$ cat src/rtl/rsc_pkg.sv
/*
 * Constants shared by the real-time clock sync / interrupt / offset
 * calibration block: register offsets, field positions, reset values,
 * keys and prescaler constants.
 * Assumes a 32-bit classic Wishbone register bus; offsets are byte addresses.
 */
package rsc_pkg;
    // register byte offsets
    localparam logic [7:0] OFS_CTRL = 8'h00;
    localparam logic [7:0] OFS_IRQ_EN = 8'h04;
    localparam logic [7:0] OFS_FLAGS = 8'h08;
    localparam logic [7:0] OFS_VECTOR = 8'h0C;
    localparam logic [7:0] OFS_PS_CTRL = 8'h10;
    localparam logic [7:0] OFS_OCAL = 8'h14;
    localparam logic [7:0] OFS_STATUS = 8'h18;
    // field positions
    localparam int CTRL_HOLD_BIT = 0;
    localparam int OCAL_SIGN_BIT = 15;
    localparam int PS_FAST_LSB = 0;
    localparam int PS_SLOW_LSB = 3;
    localparam int PS_TEV_LSB = 6;
    localparam int PS_CALF_LSB = 8;
    // flag bit index, highest priority first
    localparam int FLG_OSC = 0;
    localparam int FLG_RS = 1;
    localparam int FLG_TEV = 2;
    localparam int FLG_ALARM = 3;
    localparam int FLG_FAST = 4;
    localparam int FLG_SLOW = 5;
    localparam int NUM_FLAGS = 6;
    // reset values
    localparam logic RST_HOLD = 1'b1;
    localparam logic [5:0] RST_IRQ_EN = 6'h00;
    localparam logic [9:0] RST_PS_CTRL = 10'h000;
    localparam logic [7:0] RST_OCAL_MAG = 8'h00;
    // key protection
    localparam logic [7:0] UNLOCK_KEY = 8'hA5;
    localparam logic [7:0] KEY_READBACK = 8'h96;
    // keep-out window, in crystal ticks: 64 before and 64 after the update
    localparam logic [7:0] KEEPOUT_PRE_START = 8'hC0;
    localparam logic [7:0] KEEPOUT_POST_END = 8'h40;
    localparam logic [6:0] SLOW_LAST = 7'h7F;
    // calibration
    localparam logic [7:0] CAL_MAX_PPM = 8'hF0;
    localparam logic [5:0] CAL_PERIOD_LAST = 6'h3B;
    localparam logic [4:0] QUARTER_LAST = 5'h1F;
    localparam logic [1:0] CAL_SKIP_TICKS = 2'h2;
    // codes
    localparam logic [1:0] CALF_OFF = 2'h0;
    localparam logic [1:0] CALF_512 = 2'h1;
    localparam logic [1:0] CALF_256 = 2'h2;
    localparam logic [1:0] TEV_MINUTE = 2'h0;
    localparam logic [1:0] TEV_HOUR = 2'h1;
    localparam logic [1:0] TEV_MIDNIGHT = 2'h2;
endpackage

$ cat src/rtl/rsc_rtc_core.sv
/*
 * Read synchronisation, prioritised interrupt vector and crystal offset
 * calibration of a real-time clock, with a classic Wishbone slave.
 * Assumes the crystal clock arrives as a level on i_xtal_clk, much slower
 * than i_clock, and that calendar/alarm logic elsewhere supplies the
 * event pulses and consumes o_second_tick.
 */
// Functional notes
// read-stable low in 128-tick window around update
// read-stable rising edge sets its flag
// vector read or software write clears flag
// software discards reads while read-stable low
// counting write stops clock, zeroes both prescalers
// six flags form one prioritised vector
// codes 2,4,6,8,A,C; 0 none
// vector write clears all, read clears highest
// alarm match sets alarm flag, enable gates
// interval flag on minute/hour/midnight/noon, gated
// fast flag taps 16384 Hz to 128 Hz
// slow flag taps 64 Hz to 0.5 Hz
// changing tap select may set prescaler flag
// oscillator failure sets fault flag
// eight-bit magnitude plus sign, one ppm steps
// correction capped at 240 per 60 s
// calibration writes need unlocked key
// calibration reads return written value
// calibration write zeroes temp comp; idle when zero/held
// add/remove one Q0 pulse per quarter second
// calibration pin off, 512, 256 or 1 Hz
// outputs corrected except fast tap zero
// 256 fast ticks clock slow; 128 make second
// hold stops both prescalers
// key A5 unlocks, wrong key locks, reads 96
// crystal-side signals pass two-flop synchronisers
// interval select two bits, minute hour midnight noon
// tap select three bits, zero fastest
`timescale 1ns/1ns
module rsc_rtc_core (
    // clock and reset
    input wire logic i_clock,
    input wire logic i_rst,
    // wishbone slave
    input wire logic i_wb_cyc,
    input wire logic i_wb_stb,
    input wire logic i_wb_we,
    input wire logic [7:0] i_wb_adr,
    input wire logic [3:0] i_wb_sel,
    input wire logic [31:0] i_wb_dat,
    output logic [31:0] o_wb_dat,
    output logic o_wb_ack,
    // crystal and the rest of the clock module
    input wire logic i_xtal_clk,
    input wire logic i_osc_fault,
    input wire logic i_count_write,
    input wire logic i_alarm_match,
    input wire logic i_minute_change,
    input wire logic i_hour_change,
    input wire logic i_midnight,
    input wire logic i_noon,
    output logic o_second_tick,
    output logic o_temp_comp_clear,
    output logic o_counter_hold,
    output logic o_unlocked,
    // interrupt request and calibration clock pin
    output logic o_irq,
    output logic o_cal_clock_pin,
    output logic o_cal_clock_oe
);
    // priority encode: code for lowest set index, 0 when none
    function automatic logic [3:0] vec_code(input logic [5:0] pend);
        logic [3:0] code;
        code = 4'h0;
        for (int i = rsc_pkg::NUM_FLAGS - 1; i >= 0; i--) begin
            if (pend[i]) begin
                code = 4'(2 * (i + 1));
            end
        end
        return code;
    endfunction

    function automatic logic [5:0] low_mask(input logic [5:0] pend);
        return pend & (~pend + 6'h01);
    endfunction

    logic xt_meta_q, xt_sync_q, xt_prev_q;
    logic of_meta_q, of_sync_q, of_prev_q;
    logic rs_meta_q, rs_q, rs_prev_q;
    logic [7:0] fast_q;
    logic [6:0] slow_q;
    logic raw_q0_q, sec_par_q;
    logic [5:0] sec_cnt_q;
    logic [7:0] cal_left_q;
    logic [1:0] skip_q;
    logic hold_q, unlocked_q;
    logic [5:0] irq_en_q, flags_q;
    logic [9:0] ps_ctrl_q;
    logic [7:0] ocal_mag_q;
    logic ocal_sign_q;
    logic fast_tap_prev_q, slow_tap_prev_q;
    logic [31:0] rdat_q;
    logic ack_q, sec_tick_q, tc_clear_q, cal_pin_q;

    logic xt_tick, fast_carry, qtr_tick, cal_fire, advance;
    logic [8:0] fast_sum;
    logic read_stable_c, fast_tap, slow_tap, tev_event;
    logic bus_go, bus_wr, bus_rd, key_ok;
    logic ctrl_wr, en_wr, flg_wr, vec_wr, vec_rd, ps_wr, ocal_wr;
    logic [5:0] pending, hi_mask, flag_set, flag_clr;
    logic [3:0] vec;
    logic [31:0] rdat_d;

    logic [2:0] fast_sel, slow_sel;
    logic [1:0] tev_sel, calf_sel;
    assign fast_sel = ps_ctrl_q[rsc_pkg::PS_FAST_LSB +: 3];
    assign slow_sel = ps_ctrl_q[rsc_pkg::PS_SLOW_LSB +: 3];
    assign tev_sel = ps_ctrl_q[rsc_pkg::PS_TEV_LSB +: 2];
    assign calf_sel = ps_ctrl_q[rsc_pkg::PS_CALF_LSB +: 2];

    // synchronisers; first stage feeds only the second
    always_ff @(posedge i_clock or posedge i_rst) begin
        if (i_rst) begin
            xt_meta_q <= 1'b0;
            xt_sync_q <= 1'b0;
            xt_prev_q <= 1'b0;
            of_meta_q <= 1'b0;
            of_sync_q <= 1'b0;
            of_prev_q <= 1'b0;
        end else begin
            xt_meta_q <= i_xtal_clk;
            xt_sync_q <= xt_meta_q;
            xt_prev_q <= xt_sync_q;
            of_meta_q <= i_osc_fault;
            of_sync_q <= of_meta_q;
            of_prev_q <= of_sync_q;
        end
    end
    assign xt_tick = xt_sync_q & ~xt_prev_q;

    // prescaler chain with offset correction
    assign fast_sum = {1'b0, fast_q} + (cal_fire & ocal_sign_q ? 9'h003 : 9'h001);
    assign advance = xt_tick & ~hold_q & (skip_q == 2'h0);
    // carry taken from the count itself, not the sum, to keep the sum out of a loop
    assign fast_carry = advance & (&fast_q);
    assign qtr_tick = fast_carry & (slow_q[4:0] == rsc_pkg::QUARTER_LAST);
    assign cal_fire = qtr_tick & (cal_left_q != 8'h00);

    always_ff @(posedge i_clock or posedge i_rst) begin
        if (i_rst) begin
            fast_q <= 8'h00;
            slow_q <= 7'h00;
            raw_q0_q <= 1'b0;
            skip_q <= 2'h0;
        end else if (i_count_write) begin
            fast_q <= 8'h00;
            slow_q <= 7'h00;
            raw_q0_q <= 1'b0;
            skip_q <= 2'h0;
        end else if (xt_tick && !hold_q) begin
            raw_q0_q <= ~raw_q0_q;
            if (skip_q != 2'h0) begin
                skip_q <= skip_q - 2'h1;
            end else begin
                fast_q <= fast_sum[7:0];
                if (fast_sum[8]) begin
                    slow_q <= slow_q + 7'h01;
                end
                if (cal_fire && !ocal_sign_q) begin
                    skip_q <= rsc_pkg::CAL_SKIP_TICKS;
                end
            end
        end
    end

    // seconds, calibration period and remaining correction count
    always_ff @(posedge i_clock or posedge i_rst) begin
        if (i_rst) begin
            sec_cnt_q <= 6'h00;
            sec_par_q <= 1'b0;
            cal_left_q <= 8'h00;
            sec_tick_q <= 1'b0;
        end else begin
            sec_tick_q <= fast_carry && slow_q == rsc_pkg::SLOW_LAST;
            if (fast_carry && slow_q == rsc_pkg::SLOW_LAST) begin
                sec_par_q <= ~sec_par_q;
                if (sec_cnt_q == rsc_pkg::CAL_PERIOD_LAST) begin
                    sec_cnt_q <= 6'h00;
                end else begin
                    sec_cnt_q <= sec_cnt_q + 6'h01;
                end
            end
            // a quarter tick also lands on every second wrap; on the period wrap the reload wins and it does not count
            if (fast_carry && slow_q == rsc_pkg::SLOW_LAST &&
                    sec_cnt_q == rsc_pkg::CAL_PERIOD_LAST) begin
                // cap at the legal range
                cal_left_q <= (ocal_mag_q > rsc_pkg::CAL_MAX_PPM) ?
                    rsc_pkg::CAL_MAX_PPM : ocal_mag_q;
            end else if (cal_fire) begin
                cal_left_q <= cal_left_q - 8'h01;
            end
        end
    end
    assign o_second_tick = sec_tick_q;

    // keep-out window straddles the slow wrap
    assign read_stable_c = !((slow_q == rsc_pkg::SLOW_LAST &&
                              fast_q >= rsc_pkg::KEEPOUT_PRE_START) ||
                             (slow_q == 7'h00 && fast_q < rsc_pkg::KEEPOUT_POST_END));

    always_ff @(posedge i_clock or posedge i_rst) begin
        if (i_rst) begin
            rs_meta_q <= 1'b1;
            rs_q <= 1'b1;
            rs_prev_q <= 1'b1;
            fast_tap_prev_q <= 1'b0;
            slow_tap_prev_q <= 1'b0;
        end else begin
            rs_meta_q <= read_stable_c;
            rs_q <= rs_meta_q;
            rs_prev_q <= rs_q;
            fast_tap_prev_q <= fast_tap;
            slow_tap_prev_q <= slow_tap;
        end
    end

    // tap zero is the uncorrected Q0; a select change can fake an edge
    assign fast_tap = (fast_sel == 3'h0) ? raw_q0_q : fast_q[fast_sel];
    assign slow_tap = (slow_sel == 3'h7) ? sec_par_q : slow_q[slow_sel];

    always_comb begin
        case (tev_sel)
            rsc_pkg::TEV_MINUTE: tev_event = i_minute_change;
            rsc_pkg::TEV_HOUR: tev_event = i_hour_change;
            rsc_pkg::TEV_MIDNIGHT: tev_event = i_midnight;
            default: tev_event = i_noon;
        endcase
    end

    assign flag_set = {slow_tap_prev_q & ~slow_tap,
                       fast_tap_prev_q & ~fast_tap,
                       i_alarm_match,
                       tev_event,
                       rs_q & ~rs_prev_q,
                       of_sync_q & ~of_prev_q};

    // wishbone decode; effects happen on the edge that raises ack
    assign bus_go = i_wb_cyc & i_wb_stb & ~ack_q;
    assign bus_wr = bus_go & i_wb_we;
    assign bus_rd = bus_go & ~i_wb_we;
    assign ctrl_wr = bus_wr && i_wb_adr == rsc_pkg::OFS_CTRL;
    assign en_wr = bus_wr && i_wb_adr == rsc_pkg::OFS_IRQ_EN && i_wb_sel[0];
    assign flg_wr = bus_wr && i_wb_adr == rsc_pkg::OFS_FLAGS && i_wb_sel[0];
    assign vec_wr = bus_wr && i_wb_adr == rsc_pkg::OFS_VECTOR;
    assign vec_rd = bus_rd && i_wb_adr == rsc_pkg::OFS_VECTOR;
    assign ps_wr = bus_wr && i_wb_adr == rsc_pkg::OFS_PS_CTRL;
    assign ocal_wr = bus_wr && i_wb_adr == rsc_pkg::OFS_OCAL && unlocked_q;
    assign key_ok = i_wb_dat[15:8] == rsc_pkg::UNLOCK_KEY;

    assign pending = flags_q & irq_en_q;
    assign hi_mask = low_mask(pending);
    assign vec = vec_code(pending);
    // servicing clears only the winner; flags_q written 1 clears any
    assign flag_clr = vec_wr ? {rsc_pkg::NUM_FLAGS{1'b1}} :
                      (vec_rd ? hi_mask : 6'h00) |
                      (flg_wr ? i_wb_dat[5:0] : 6'h00);

    always_ff @(posedge i_clock or posedge i_rst) begin
        if (i_rst) begin
            flags_q <= 6'h00;
        end else begin
            flags_q <= (flags_q & ~flag_clr) | flag_set; // set wins
        end
    end
    assign o_irq = |pending;

    // control and key
    always_ff @(posedge i_clock or posedge i_rst) begin
        if (i_rst) begin
            hold_q <= rsc_pkg::RST_HOLD;
            unlocked_q <= 1'b0;
        end else if (ctrl_wr) begin
            if (i_wb_sel[1]) begin
                unlocked_q <= key_ok;
            end
            if (i_wb_sel[0] && (unlocked_q || (i_wb_sel[1] && key_ok))) begin
                hold_q <= i_wb_dat[rsc_pkg::CTRL_HOLD_BIT];
            end
        end
    end
    assign o_counter_hold = hold_q;
    assign o_unlocked = unlocked_q;

    always_ff @(posedge i_clock or posedge i_rst) begin
        if (i_rst) begin
            irq_en_q <= rsc_pkg::RST_IRQ_EN;
            ps_ctrl_q <= rsc_pkg::RST_PS_CTRL;
        end else begin
            if (en_wr) begin
                irq_en_q <= i_wb_dat[5:0];
            end
            if (ps_wr && i_wb_sel[0]) begin
                ps_ctrl_q[7:0] <= i_wb_dat[7:0];
            end
            if (ps_wr && i_wb_sel[1]) begin
                ps_ctrl_q[9:8] <= i_wb_dat[9:8];
            end
        end
    end

    // offset calibration storage; read back exactly as written
    always_ff @(posedge i_clock or posedge i_rst) begin
        if (i_rst) begin
            ocal_mag_q <= rsc_pkg::RST_OCAL_MAG;
            ocal_sign_q <= 1'b0;
            tc_clear_q <= 1'b0;
        end else begin
            tc_clear_q <= ocal_wr;
            if (ocal_wr && i_wb_sel[0]) begin
                ocal_mag_q <= i_wb_dat[7:0];
            end
            if (ocal_wr && i_wb_sel[1]) begin
                ocal_sign_q <= i_wb_dat[rsc_pkg::OCAL_SIGN_BIT];
            end
        end
    end
    assign o_temp_comp_clear = tc_clear_q;

    // read mux; unmapped addresses answer zero
    always_comb begin
        rdat_d = 32'h0000_0000;
        case (i_wb_adr)
            rsc_pkg::OFS_CTRL: rdat_d = {16'h0000, rsc_pkg::KEY_READBACK, 7'h00, hold_q};
            rsc_pkg::OFS_IRQ_EN: rdat_d = {26'h0, irq_en_q};
            rsc_pkg::OFS_FLAGS: rdat_d = {26'h0, flags_q};
            rsc_pkg::OFS_VECTOR: rdat_d = {28'h0, vec};
            rsc_pkg::OFS_PS_CTRL: rdat_d = {22'h0, ps_ctrl_q};
            rsc_pkg::OFS_OCAL: rdat_d = {16'h0, ocal_sign_q, 7'h00, ocal_mag_q};
            rsc_pkg::OFS_STATUS: rdat_d = {1'b0, slow_q, fast_q, 14'h0, unlocked_q, rs_q};
            default: rdat_d = 32'h0000_0000;
        endcase
    end

    always_ff @(posedge i_clock or posedge i_rst) begin
        if (i_rst) begin
            ack_q <= 1'b0;
            rdat_q <= 32'h0000_0000;
        end else begin
            ack_q <= bus_go;
            if (bus_rd) begin
                rdat_q <= rdat_d;
            end
        end
    end
    assign o_wb_ack = ack_q;
    assign o_wb_dat = rdat_q;

    // calibration clock pin from the corrected chain
    always_ff @(posedge i_clock or posedge i_rst) begin
        if (i_rst) begin
            cal_pin_q <= 1'b0;
        end else begin
            case (calf_sel)
                rsc_pkg::CALF_512: cal_pin_q <= fast_q[5];
                rsc_pkg::CALF_256: cal_pin_q <= fast_q[6];
                default: cal_pin_q <= slow_q[6];
            endcase
        end
    end
    assign o_cal_clock_pin = cal_pin_q;
    assign o_cal_clock_oe = calf_sel != rsc_pkg::CALF_OFF;
endmodule

$ cat config.mk
export PLATFORM = sky130hd
export DESIGN_NAME = rsc_rtc_core
export DESIGN_NICKNAME = d
export VERILOG_FILES = /design/src/rtl/rsc_pkg.sv /design/src/rtl/rsc_rtc_core.sv
export SDC_FILE = /design/constraint.sdc
export NUM_CORES = 1
export LEC_CHECK = 0
export BUFFER_PORTS_ARGS = -buffer_cell sky130_fd_sc_hd__buf_2
export CORE_MARGIN = 4
export CORE_UTILIZATION = 35
export CTS_CLUSTER_SIZE = 40
export DETAILED_ROUTE_END_ITERATION = 10
export GPL_ROUTABILITY_DRIVEN = 0
export PLACE_DENSITY_LB_ADDON = 0.3
export SYNTH_ARGS = -nofsm -noshare
export SYNTH_HDL_FRONTEND = slang
export SYNTH_SLANG_ARGS = --single-unit
export TNS_END_PERCENT = 30
$ cat constraint.sdc
create_clock -name i_clock -period 3.5 [get_ports i_clock]
set_clock_uncertainty 0.15 [all_clocks]
set_input_delay 0.35 -clock i_clock [delete_from_list [all_inputs] [get_ports i_clock]]
set_output_delay 0.35 -clock i_clock [all_outputs]
set_load 0.01 [all_outputs]
==> impl_metrics.ini <==
[outcome]
status = complete, no violations

[yosys]
synthCells = 485
synth_most_common_cell = dfrtp_1
ys_types = 71
ys_seq_area_share_pct = 49.5
synth_area_sq_um = 5470
yosysTopAreaCell = dfrtp_1
avgSynthCellArea_sq_um = 11.3
synth_edf_count = 0
yosys_warnings = 0
synth_top_area_share_pct = 47.6
synthTopCellsByCount = dfrtp_1 (104), nand2_1 (38), nor2_1 (31), mux2_1 (24), inv_1 (23)
synth_seq_cells = 108
synth.area.top_cells = dfrtp_1 (48%), mux2_1 (4.9%), a22o_1 (3.0%), ha_1 (2.7%), nand2_1 (2.6%)
async_flop_share_pct = 100
synthFlopType = dfrtp_1

[sta]
fin_crit_sh_pct = 83.3
setup-violations-final = 0
fmax_mhz = 343
timing.setup.tns_ps = 0
hold_viol_final = 0
period_minus_slack_ps = 2910
slew_headroom_pct = 51.3
rsz0062_at_grt = no
worstMarginPinSlew_ps = 728
hold_slack_ps = 35.7
final_max_slew_viol_count = 0

[power_and_ir_drop]
vdd_drop_max_v = 0.000227
p_leak_nw = 3.09
clockPowerShare_pct = 47.1
pwr_density_cell_nw_per_um2 = 410
design_power_total_mw = 2.63
switchingPower_uw = 533
comb_power_share_pct = 4.6
internal-power_mw = 2.09
pwr-share-seq_pct = 48.3
power.share.switching_pct = 20.3

[clocking]
cts_tree = built
post_cts_resize_count = 0
cts_buffers = 9
root_buffer = clkbuf_16
cts.htree.levels = 3
clk_pin_slew_ps = 70
clk_latency_ps = 350
cts_buffer_depth = 2
clkSinkCount = 108

[global_route]
grt_pass1_wl_um = 21400
overflow = 0
grt_max_degree = 57
grt_pass1_vias = 3981
antenna_found_initial = 0
grt_use_total_pct = 15.2

[worst_setup_path]
end_kind = register
rr_startpoint = slow_q[1]
start_kind = register
cp-startpoint = slow_q[1]
reg2reg_slack_ps = 590
worst-setup-path-type = reg2reg
crit_arrival_ps = 3040
worst-r2r-cell-count = 9
critPathMaxFanout = 9
critPathRequiredTime_ps = 3630

[detailed_routing]
first_pass_iters = 4
drtAntennaViolNets = 0
first_iter_violations = 276
drc_errors = 0
postRouteWirelength_um = 13100
num_vias = 3999
drt-vias-per-instance = 5.17
wl_per_cell_um = 17.0

[finish]
final_core_util_pct = 42.0
num-fill-cells = 1453
drive_above_1_share_pct = 25.4
syn2layout_area_growth_pct = 17.1
nets = 627
diodes = 0
final_cell_area_sq_um = 6400
multi_input_area_sq_um = 2540
seq_area_sq_um = 2710

[hold_path]
hold_class = in2reg
hold_depth = 2
holdCritStartpoint = i_alarm_match

[die]
start_util_pct = 35.8
num_rows = 45
ios = 97
coreArea_sq_um = 15300
fp.dieH_um = 133
dieArea_sq_um = 17700
die_x_um = 133

[place]
dpl_cell_area_sq_um = 6010
io_buffers = 74
hpwlAfterDp_um = 9800

[flow_run]
drv_cap = 0
[worst paths after layout]
kind,end
worst min register to register,xt_sync_q
max in group asynchronous,o_counter_hold
worst max-delay path,slow_q[3]
worst min-delay path,flags_q[3]
min in group asynchronous,xt_meta_q
worst max register to register,slow_q[3]
[sequential cells by signal (all words and copies together), names as in the netlist, 2 cells and up]
signal and flops:
irq_en_q 6, cal_left_q 8, slow_q 7, o_wb_dat 27, fast_q 8, flags_q 6
ocal_mag_q 8, ps_ctrl_q 10, sec_cnt_q 6, skip_q 2
[layout make-up]
type	instances	share of cell area, %
inverters	23	1.39
clock inverters	4	1.88
multi-input cells	333	39.6
flip-flops and latches	108	42.3
well taps	211	4.12
clock buffers	12	3.85
repair buffers	82	6.84
[worst max-delay path, cell delays in order (launching register included)]
cell	delay (ps)
dfrtp_1	430
ha_1	200
and3_1	210
ha_1	320
and3_1	260
and2_1	180
fa_1	250
nand4_2	250
or3_1	430
a21oi_1	150
[power groups by stage]
stage                     Sequential [mW]  Combinational (mW)  Clock (mW)
final                                1.27               0.121        1.24
after global routing                 1.27               0.136        1.32
after CTS                            1.27               0.123        1.27
after detailed placement             1.29               0.120           0
after global placement               1.29               0.118           0
after floorplan                      1.29              0.0689           0
[logic make-up (layout without fill, tap and decap cells)]
logic type	after synthesis	after routing	share of synthesized area, %
fa+ha+maj	13	13	3.11
mux	44	44	10.3
other cells	1	4	0.0686
xor+xnor	19	19	3.04
buf+inv	47	121	4.23
simple gates	157	157	17.1
flops	108	108	49.5
compound gates	96	96	12.6
[layout by cell type (no fill, tap or decap), types with 5 or more instances in the layout]
cell type / count
buf_2: 74
xnor2_1: 8
inv_1: 22
nand4_1: 11
o21ai_0: 14
nor2_1: 31
nand3_1: 14
nand2_1: 38
a21oi_1: 18
a21o_1: 6
dfrtp_1: 104
buf_4: 5
mux4_2: 5
mux2_2: 10
xor2_1: 11
and3_1: 7
and2_1: 5
clkbuf_16: 9
a22oi_1: 7
ha_1: 12
mux2_1: 24
a22o_1: 19
[metal layers]
layer / up-vias / GRT usage [%] / part of all wire (%)
met5: - / 0 / 0
met4: 0 / 5.95 / 1.8
met3: 16 / 3.35 / 5.6
met2: 106 / 24.4 / 48
met1: 1977 / 20.0 / 44
li1: 1900 / - / -
[what timing repair did]
item,4_1_cts,5_1_grt
setup buffers,0,0
endpoints found under the hold margin,36,0
hold buffers,3,0
endpoints found under the setup margin,0,0
[per-stage QoR]
step	cells	setup WS (ps)
floorplan	488	161
global placement	754	693
detailed placement	754	606
CTS	773	582
global route	773	348
finish	773	585
Note: power is estimated with default switching activity, not from simulation.
